--- src/rtl/dmd_defs.svh ---
// Constants of the data-move instruction decoder
`ifndef DMD_DEFS_SVH
`define DMD_DEFS_SVH

// =========================================================
// Opcode patterns
`define DMD_NIB_FFM1      4'hc
`define DMD_NIB_FFM2      4'hf
`define DMD_BYTE_LBS      8'h01
`define DMD_BYTE_LACC     8'h0e
`define DMD_PAT_ATF       7'h37
`define DMD_PAT_FRM       6'h14

// =========================================================
// Field positions
`define DMD_NIB_MSB       15
`define DMD_NIB_LSB       12
`define DMD_BYTE_LSB      8
`define DMD_ATF_LSB       9
`define DMD_FRM_LSB       10
`define DMD_D_BIT         9
`define DMD_A_BIT         8
`define DMD_LIT_MSB       7
`define DMD_ADDR_MSB      11

// =========================================================
// Reset values
`define DMD_ACC_RST       8'h00
`define DMD_BSR_RST       8'h00
`define DMD_FLAG_RST      1'b0

// =========================================================
// Access bank layout
`define DMD_ACCESS_SPLIT  8'h80
`define DMD_ACCESS_LO     4'h0
`define DMD_ACCESS_HI     4'hf

`endif

--- src/rtl/dmd_pkg.sv ---
// Types shared by the data-move instruction decoder
package dmd_pkg;

   // ======================================================
   // Quarter phases of one instruction cycle
   typedef enum logic [3:0]
   {
      DMD_Q1 = 4'b0001,
      DMD_Q2 = 4'b0010,
      DMD_Q3 = 4'b0100,
      DMD_Q4 = 4'b1000
   } dmd_phase_t;

   // ======================================================
   // Word position inside the instruction stream
   typedef enum logic [1:0]
   {
      DMD_ST_FIRST  = 2'b01,
      DMD_ST_SECOND = 2'b10
   } dmd_state_t;

   // ======================================================
   // Decoded operation
   typedef enum logic [6:0]
   {
      DMD_OP_NONE = 7'b0000001,
      DMD_OP_FFM1 = 7'b0000010,
      DMD_OP_FFM2 = 7'b0000100,
      DMD_OP_LBS  = 7'b0001000,
      DMD_OP_LACC = 7'b0010000,
      DMD_OP_ATF  = 7'b0100000,
      DMD_OP_FRM  = 7'b1000000
   } dmd_op_t;

   // ======================================================
   // Data memory request
   typedef struct packed
   {
      logic        rd;
      logic        wr;
      logic [11:0] addr;
      logic [7:0]  wdata;
   } dmd_dm_req_t;

endpackage

--- src/rtl/dmd_core.sv ---
// Data-move instruction decoder and executor
//
// Operation
// - File-to-file move is two words: 1100 plus source, 1111 plus dest.
// - It copies source byte to destination anywhere in 000h..FFFh, unbanked.
// - Program counter low or stack top bytes as destination are undefined.
// - Two cycles; read in first, no dummy read, Q4 write; flags kept.
// - Accumulator location may be source or destination of that move.
// - 0000 0001 plus literal loads bank select in one cycle.
// - Literal read in Q2, bank select written in Q4, flags kept.
// - 0000 1110 plus literal loads accumulator in Q4, one cycle, flags kept.
// - 0110 111a plus file address stores accumulator to file, flags kept.
// - Bank bit 0 picks access bank; 1 uses bank select register.
`timescale 1ns/10ps
`include "dmd_defs.svh"
module dmd_core
#(
   parameter logic [11:0] ACC_ADDR = 12'hff8
)
(
   // Clock and reset
   input  wire logic                 sys_clk,
   input  wire logic                 rst,
   // Instruction fetch
   input  wire logic                 instr_valid,
   input  wire logic [15:0]          instr_word,
   output logic                      instr_ready,
   // Data memory
   output dmd_pkg::dmd_dm_req_t      dm_req,
   input  wire logic [7:0]           dm_rdata,
   // Core state
   output logic      [7:0]           acc_out,
   output logic      [7:0]           bsr_out,
   output logic                      flag_n,
   output logic                      flag_z,
   output dmd_pkg::dmd_phase_t       phase
);
   import dmd_pkg::*;

   // ======================================================
   // Declarations
   dmd_phase_t  phase_w;
   dmd_state_t  state_q;
   dmd_op_t     op_d;
   dmd_op_t     op_q;
   dmd_dm_req_t dm_q;
   logic [15:0] ir_q;
   logic [7:0]  acc_q;
   logic [7:0]  bsr_q;
   logic [7:0]  data_q;
   logic [7:0]  src_val_w;
   logic [11:0] addr_q;
   logic [11:0] bank_addr_w;
   logic        src_acc_q;
   logic        flag_n_q;
   logic        flag_z_q;
   logic        take_w;

   // ======================================================
   // Sub-blocks
   dmd_qphase u_qphase
   (
      .sys_clk (sys_clk),
      .rst     (rst),
      .phase   (phase_w)
   );
   dmd_bank_addr u_bank_addr
   (
      .file_addr (instr_word[`DMD_LIT_MSB:0]),
      .use_bank  (instr_word[`DMD_A_BIT]),
      .bank_sel  (bsr_q),
      .data_addr (bank_addr_w)
   );

   // ======================================================
   // Fetch handshake, a word is taken in Q1
   assign instr_ready = (phase_w == DMD_Q1);
   assign take_w      = instr_valid && instr_ready;
   // Decode of the offered word
   always_comb
   begin
      op_d = DMD_OP_NONE;
      if (state_q == DMD_ST_SECOND)
      begin
         if (instr_word[`DMD_NIB_MSB:`DMD_NIB_LSB] == `DMD_NIB_FFM2)
            op_d = DMD_OP_FFM2;
      end
      else if (instr_word[`DMD_NIB_MSB:`DMD_NIB_LSB] == `DMD_NIB_FFM1)
         op_d = DMD_OP_FFM1;
      else if (instr_word[`DMD_NIB_MSB:`DMD_BYTE_LSB] == `DMD_BYTE_LBS)
         op_d = DMD_OP_LBS;
      else if (instr_word[`DMD_NIB_MSB:`DMD_BYTE_LSB] == `DMD_BYTE_LACC)
         op_d = DMD_OP_LACC;
      else if (instr_word[`DMD_NIB_MSB:`DMD_ATF_LSB] == `DMD_PAT_ATF)
         op_d = DMD_OP_ATF;
      else if (instr_word[`DMD_NIB_MSB:`DMD_FRM_LSB] == `DMD_PAT_FRM)
         op_d = DMD_OP_FRM;
   end

   // ======================================================
   // Word position, second word follows a move start
   always_ff @(posedge sys_clk or posedge rst)
   begin
      if (rst)
         state_q <= DMD_ST_FIRST;
      else if (take_w)
         case (state_q)
            DMD_ST_FIRST:
               state_q <= (op_d == DMD_OP_FFM1) ? DMD_ST_SECOND
                                                : DMD_ST_FIRST;
            DMD_ST_SECOND:
               state_q <= DMD_ST_FIRST;
            default:
               state_q <= DMD_ST_FIRST;
         endcase
   end
   // Instruction register, bubble when nothing is offered
   always_ff @(posedge sys_clk or posedge rst)
   begin
      if (rst)
      begin
         op_q <= DMD_OP_NONE;
         ir_q <= 16'h0000;
      end
      else if (phase_w == DMD_Q1)
      begin
         op_q <= take_w ? op_d : DMD_OP_NONE;
         if (take_w)
            ir_q <= instr_word;
      end
   end
   // Source address and accumulator alias of the read
   always_ff @(posedge sys_clk or posedge rst)
   begin
      if (rst)
      begin
         addr_q    <= 12'h000;
         src_acc_q <= 1'b0;
      end
      else if (take_w && op_d == DMD_OP_FFM1)
      begin
         addr_q    <= instr_word[`DMD_ADDR_MSB:0];
         src_acc_q <= (instr_word[`DMD_ADDR_MSB:0] == ACC_ADDR);
      end
      else if (take_w && (op_d == DMD_OP_FRM || op_d == DMD_OP_ATF))
      begin
         addr_q    <= bank_addr_w;
         src_acc_q <= (bank_addr_w == ACC_ADDR);
      end
   end
   // Read value, accumulator alias bypasses memory
   assign src_val_w = src_acc_q ? acc_q : dm_rdata;

   // ======================================================
   // Data memory requests, read in Q2 and write in Q4
   always_ff @(posedge sys_clk or posedge rst)
   begin
      if (rst)
         dm_q <= '0;
      else
      begin
         dm_q.rd <= 1'b0;
         dm_q.wr <= 1'b0;
         if (take_w && op_d == DMD_OP_FFM1)
         begin
            dm_q.addr <= instr_word[`DMD_ADDR_MSB:0];
            dm_q.rd   <= (instr_word[`DMD_ADDR_MSB:0] != ACC_ADDR);
         end
         else if (take_w && (op_d == DMD_OP_FRM || op_d == DMD_OP_ATF))
         begin
            dm_q.addr <= bank_addr_w;
            dm_q.rd   <= (bank_addr_w != ACC_ADDR);
         end
         if (phase_w == DMD_Q3)
            case (op_q)
               DMD_OP_ATF:
               begin
                  dm_q.addr  <= addr_q;
                  dm_q.wdata <= acc_q;
                  dm_q.wr    <= !src_acc_q;
               end
               DMD_OP_FRM:
               begin
                  dm_q.addr  <= addr_q;
                  dm_q.wdata <= src_val_w;
                  dm_q.wr    <= ir_q[`DMD_D_BIT] && !src_acc_q;
               end
               DMD_OP_FFM2:
               begin
                  // Any destination is written, special bytes unguarded
                  dm_q.addr  <= ir_q[`DMD_ADDR_MSB:0];
                  dm_q.wdata <= data_q;
                  dm_q.wr    <= (ir_q[`DMD_ADDR_MSB:0] != ACC_ADDR);
               end
               default:
                  dm_q.wr <= 1'b0;
            endcase
      end
   end
   // Source byte captured in Q3, held across the second word
   always_ff @(posedge sys_clk or posedge rst)
   begin
      if (rst)
         data_q <= 8'h00;
      else if (phase_w == DMD_Q3 &&
               (op_q == DMD_OP_FFM1 || op_q == DMD_OP_FRM))
         data_q <= src_val_w;
   end

   // ======================================================
   // Accumulator written at the end of Q4
   always_ff @(posedge sys_clk or posedge rst)
   begin
      if (rst)
         acc_q <= `DMD_ACC_RST;
      else if (phase_w == DMD_Q4)
         case (op_q)
            DMD_OP_LACC:
               acc_q <= ir_q[`DMD_LIT_MSB:0];
            DMD_OP_FRM:
               if (!ir_q[`DMD_D_BIT])
                  acc_q <= data_q;
            DMD_OP_FFM2:
               if (ir_q[`DMD_ADDR_MSB:0] == ACC_ADDR)
                  acc_q <= data_q;
            default:
               acc_q <= acc_q;
         endcase
   end
   // Bank select written at the end of Q4
   always_ff @(posedge sys_clk or posedge rst)
   begin
      if (rst)
         bsr_q <= `DMD_BSR_RST;
      else if (phase_w == DMD_Q4 && op_q == DMD_OP_LBS)
         bsr_q <= ir_q[`DMD_LIT_MSB:0];
   end
   // Negative and zero flags, only the file move touches them
   always_ff @(posedge sys_clk or posedge rst)
   begin
      if (rst)
      begin
         flag_n_q <= `DMD_FLAG_RST;
         flag_z_q <= `DMD_FLAG_RST;
      end
      else if (phase_w == DMD_Q4 && op_q == DMD_OP_FRM)
      begin
         flag_n_q <= data_q[7];
         flag_z_q <= (data_q == 8'h00);
      end
   end

   // ======================================================
   // Outputs
   assign dm_req  = dm_q;
   assign acc_out = acc_q;
   assign bsr_out = bsr_q;
   assign flag_n  = flag_n_q;
   assign flag_z  = flag_z_q;
   assign phase   = phase_w;
endmodule

--- src/rtl/dmd_qphase.sv ---
// Quarter phase sequencer of the instruction cycle
`timescale 1ns/10ps
module dmd_qphase
(
   // Clock and reset
   input  wire logic               sys_clk,
   input  wire logic               rst,
   // Current quarter
   output dmd_pkg::dmd_phase_t     phase
);
   import dmd_pkg::*;

   // ======================================================
   // Phase rotation
   dmd_phase_t phase_q;

   // Rotate Q1 to Q4 on every clock
   always_ff @(posedge sys_clk or posedge rst)
   begin
      if (rst)
         phase_q <= DMD_Q1;
      else
         case (phase_q)
            DMD_Q1:  phase_q <= DMD_Q2;
            DMD_Q2:  phase_q <= DMD_Q3;
            DMD_Q3:  phase_q <= DMD_Q4;
            DMD_Q4:  phase_q <= DMD_Q1;
            default: phase_q <= DMD_Q1;
         endcase
   end

   assign phase = phase_q;

endmodule

--- src/rtl/dmd_bank_addr.sv ---
// Forms a 12-bit data address from an 8-bit file field
`timescale 1ns/10ps
`include "dmd_defs.svh"
module dmd_bank_addr
(
   // File field and bank mode
   input  wire logic [7:0]  file_addr,
   input  wire logic        use_bank,
   input  wire logic [7:0]  bank_sel,
   // Full data address
   output logic      [11:0] data_addr
);

   // ======================================================
   // Access bank or bank select mapping
   always_comb
   begin
      if (use_bank)
         data_addr = {bank_sel[3:0], file_addr};
      else if (file_addr < `DMD_ACCESS_SPLIT)
         data_addr = {`DMD_ACCESS_LO, file_addr};
      else
         data_addr = {`DMD_ACCESS_HI, file_addr};
   end

endmodule

--- config.mk ---
export PLATFORM = sky130hd
export DESIGN_NAME = dmd_core
export DESIGN_NICKNAME = d
export VERILOG_FILES = /design/src/rtl/dmd_pkg.sv /design/src/rtl/dmd_core.sv /design/src/rtl/dmd_qphase.sv /design/src/rtl/dmd_bank_addr.sv
export VERILOG_INCLUDE_DIRS = /design/src /design/src/rtl
export SDC_FILE = /design/constraint.sdc
export NUM_CORES = 1
export LEC_CHECK = 0
export BUFFER_PORTS_ARGS = -buffer_cell sky130_fd_sc_hd__buf_2
export CAP_MARGIN = 20
export CORE_ASPECT_RATIO = 1.2
export CORE_UTILIZATION = 35
export DETAILED_ROUTE_END_ITERATION = 10
export SETUP_SLACK_MARGIN = 0.05
export SYNTH_ARGS = -nofsm -noshare
export SYNTH_HDL_FRONTEND = slang
export SYNTH_SLANG_ARGS = --single-unit
export TNS_END_PERCENT = 30
--- constraint.sdc ---
create_clock -name sys_clk -period 2.5 [get_ports sys_clk]
set_input_delay 0.125 -clock sys_clk [delete_from_list [all_inputs] [get_ports sys_clk]]
set_output_delay 0.125 -clock sys_clk [all_outputs]
set_load 0.03 [all_outputs]
==> results_dict.tcl <==
set metrics [dict create \
    status "finished, final reports clean" \
    synthAdderAreaFrac_pct 0 \
    antenna_left 0 \
    cpMostUsedCell "mux2_2" \
    grt_max_degree 52 \
    final.setup_skew_ps 7.59 \
    maxCapViolCount 0 \
    multiInputGateArea_um2 1890 \
    wirelength_um 10700 \
    synth_area_leaders "dfrtp_1, mux2_2, nand2_1, a221oi_1, o21ai_0" \
    startpoint_type "register" \
    max_stage_delay_ps 450 \
    power_uw 3380 \
    place_inst 620 \
    grt_pass1_wl_um 17600 \
    core_um2 11600 \
    regArea_um2 2160 \
    hold_start "instr_word[2]" \
    start_util_pct 35.9 \
    via_per_inst 5.35 \
    synth_top_family_by_area "simple AND/OR/NAND/NOR gates" \
    reg2reg_slack_ps 260 \
    syn_area_um2 4160 \
    areaGrowthSynthToFinish_pct 22.6 \
    finalCritPeriodShare_pct 89.8 \
    gp_congestion 0.894 \
    dieArea_um2 12300 \
    postSynthAreaPerCell_um2 10.5 \
    antenna_cells 0 \
    route.vias.total 3409 \
    r2r_end "acc_out[3]" \
    top_level_ports 72 \
    htreeDepth 3 \
    grt_usage_pct 18.9 \
    powerDensity_nw_per_um2 664 \
    final_cells 637 \
    min_period_ps 2240 \
    clock-root-buffer "clkbuf_16" \
    synth-warning-count 0 \
    max-clock-path-buffers 2 \
    ys_ff_latch 86 \
    cts.reportedPaths.clkPinSlew_ps 60 \
    avgRoutedWirePerCell_um 16.8 \
    post_cts_buffers 0 \
    p_leak_uw 0.00234 \
    dp_hpwl_um 7810 \
    crit_chain "nor4_1 -> and3_1 -> nand2b_1 -> mux2_2 -> mux2_2" \
    r2r_start "op_q[4]" \
    drive_gt1_share_pct 31.7 \
    synth_most_common_cell "dfrtp_1" \
    final_nets 502 \
    fin_area_um2 5090 \
    antenna_found_initial 0 \
    cts_sinks 86 \
    holdWs_ps 55.4 \
    fmax_mhz 446 \
    critPathRequiredTime_ps 2720 \
    io_buffers 71 \
    die_h_um 121 \
    synth_common_cells "dfrtp_1, nand2_1, mux2_2" \
    rows 43 \
    synthDominantCellAreaShare_pct 50.0 \
    fill_cells 1126 \
    muxShareOfSynthArea_pct 11.9 \
    crit_fanout 8 \
    synth-xor-area-share_pct 0.632 \
    critPathKind "register to register" \
    drt-initial-drc-count 242 \
    synth_edf_count 0 \
    finalHoldViolations 0 \
    slowest_stage "dfrtp_1" \
    setup_viol 0 \
    insertion_delay_ps 330 \
    worstHoldPathType "input port to register" \
    slew_headroom_pct 39.6 \
    cp-startpoint "op_q[4]" \
    synth-main-ff-cell "dfrtp_1" \
    crit_end "acc_out[3]" \
    rr_worst_depth 5 \
    rsz0062_at_grt "false" \
    drc 0 \
    async_flop_share_pct 100 \
    end_kind "register" \
    drv_slew 0 \
    cts_tree "built" \
    max-vdd-ir-drop_mv 0.293 \
    synth_seq_area_share_pct 51.9 \
    synth_top_cell_by_area "dfrtp_1" \
    synth-simple-area-share_pct 18.6 \
    tightestPinTransition_ps 894 \
    gr-total-overflow 0 \
    setup-tns-final_ps 0 \
    synth_compound_area_share_pct 14.1 \
    grt_pass1_vias 3405 \
    placed_cell_area_um2 4740 \
    syn-num-nets 424 \
    cts_buffers 9 \
    fp.dieW_um 101 \
    syn_inst 397 \
    arrival_ps 2460 \
    ys_types 50 \
    firstDrtPassIters 4 \
]
## through the flow
stage / setup WS, ps / util (%)
2_1_floorplan: 158 / -
3_3_place_gp: 215 / 41.0
3_5_place_dp: 157 / 41.0
4_1_cts: 139 / 44.0
5_1_grt: 130 / 44.0
6_report: 256 / 44.0
## cells by family (layout without fill, tap and decap cells)
kind of cell,after synthesis,count (layout)
compound gates,88,88
simple gates,149,149
mux,45,45
flops,86,86
xor+xnor,3,3
buf+inv,26,109
## power by group
part	internal [uW]	switching (uW)	leakage, uW
clock network	910	558	0.000156
logic	134	227	0.00116
registers	1480	70.9	0.00103
total	2530	856	0.00234
## layout make-up
class,count,share of cell area [%]
Clock buffer,10,4.69
Clock inverter,6,1.82
Inverter,5,0.393
Multi-Input combinational cell,285,37.2
Sequential cell,86,42.3
Tap cell,157,3.86
Timing Repair Buffer,88,9.77
## flip-flops by register name (all words and copies together), names as in the netlist, 2 cells and up
register,cells
u_qphase.phase,4
state_q,2
acc_out,8
ir_q,12
data_q,8
bsr_out,8
addr_q,12
dm_req,22
op_q,7
## worst max-delay path, delay by kind of cell (launching register included)
| kind | cells | cell delay (ps) |
|---|---|---|
| simple gates | 3 | 1030 |
| flops | 1 | 450 |
| mux | 2 | 650 |
## layer usage
layer  global-route usage [%]  wire length [um]  up-vias
met2                     31.6              5330      102
met4                     6.61               195        0
li1                         -                 -     1627
met1                     24.3              4730     1668
met3                     3.28               463       12
met5                        0                 0        -
## cell usage in the layout (no fill, tap or decap), types with 3 or more instances in the layout
cell | netlist | final
dfrtp_1 | 83 | 83
nand2_1 | 73 | 73
buf_2 | 4 | 71
mux2_2 | 36 | 36
o21ai_0 | 32 | 32
nor2_1 | 20 | 20
a221oi_1 | 20 | 20
buf_4 | 0 | 15
a31oi_1 | 11 | 11
nand2b_1 | 9 | 9
mux2i_1 | 9 | 9
clkbuf_16 | 0 | 9
nand4_1 | 8 | 8
nor4_1 | 6 | 6
nand3_1 | 5 | 5
a21oi_1 | 5 | 5
a41oi_1 | 4 | 4
inv_1 | 4 | 3
a21o_1 | 3 | 3
nor3_1 | 3 | 3
nor4b_1 | 4 | 3
dfstp_2 | 3 | 3
## how the worst min path moves through the flow
stage,cells after the start,to
3_3_place_gp,2,flag_z
4_1_cts,3,addr_q[2]
6_report,3,addr_q[2]
2_1_floorplan,2,addr_q[11]
5_1_grt,3,addr_q[1]
3_5_place_dp,2,flag_n
## timing repair
item                                   CTS  global route
hold buffers                             1             0
setup endpoints to repair                0            15
endpoints found under the hold margin   35             0
resized for setup                        0             2
(Power assumes the default switching activity.)
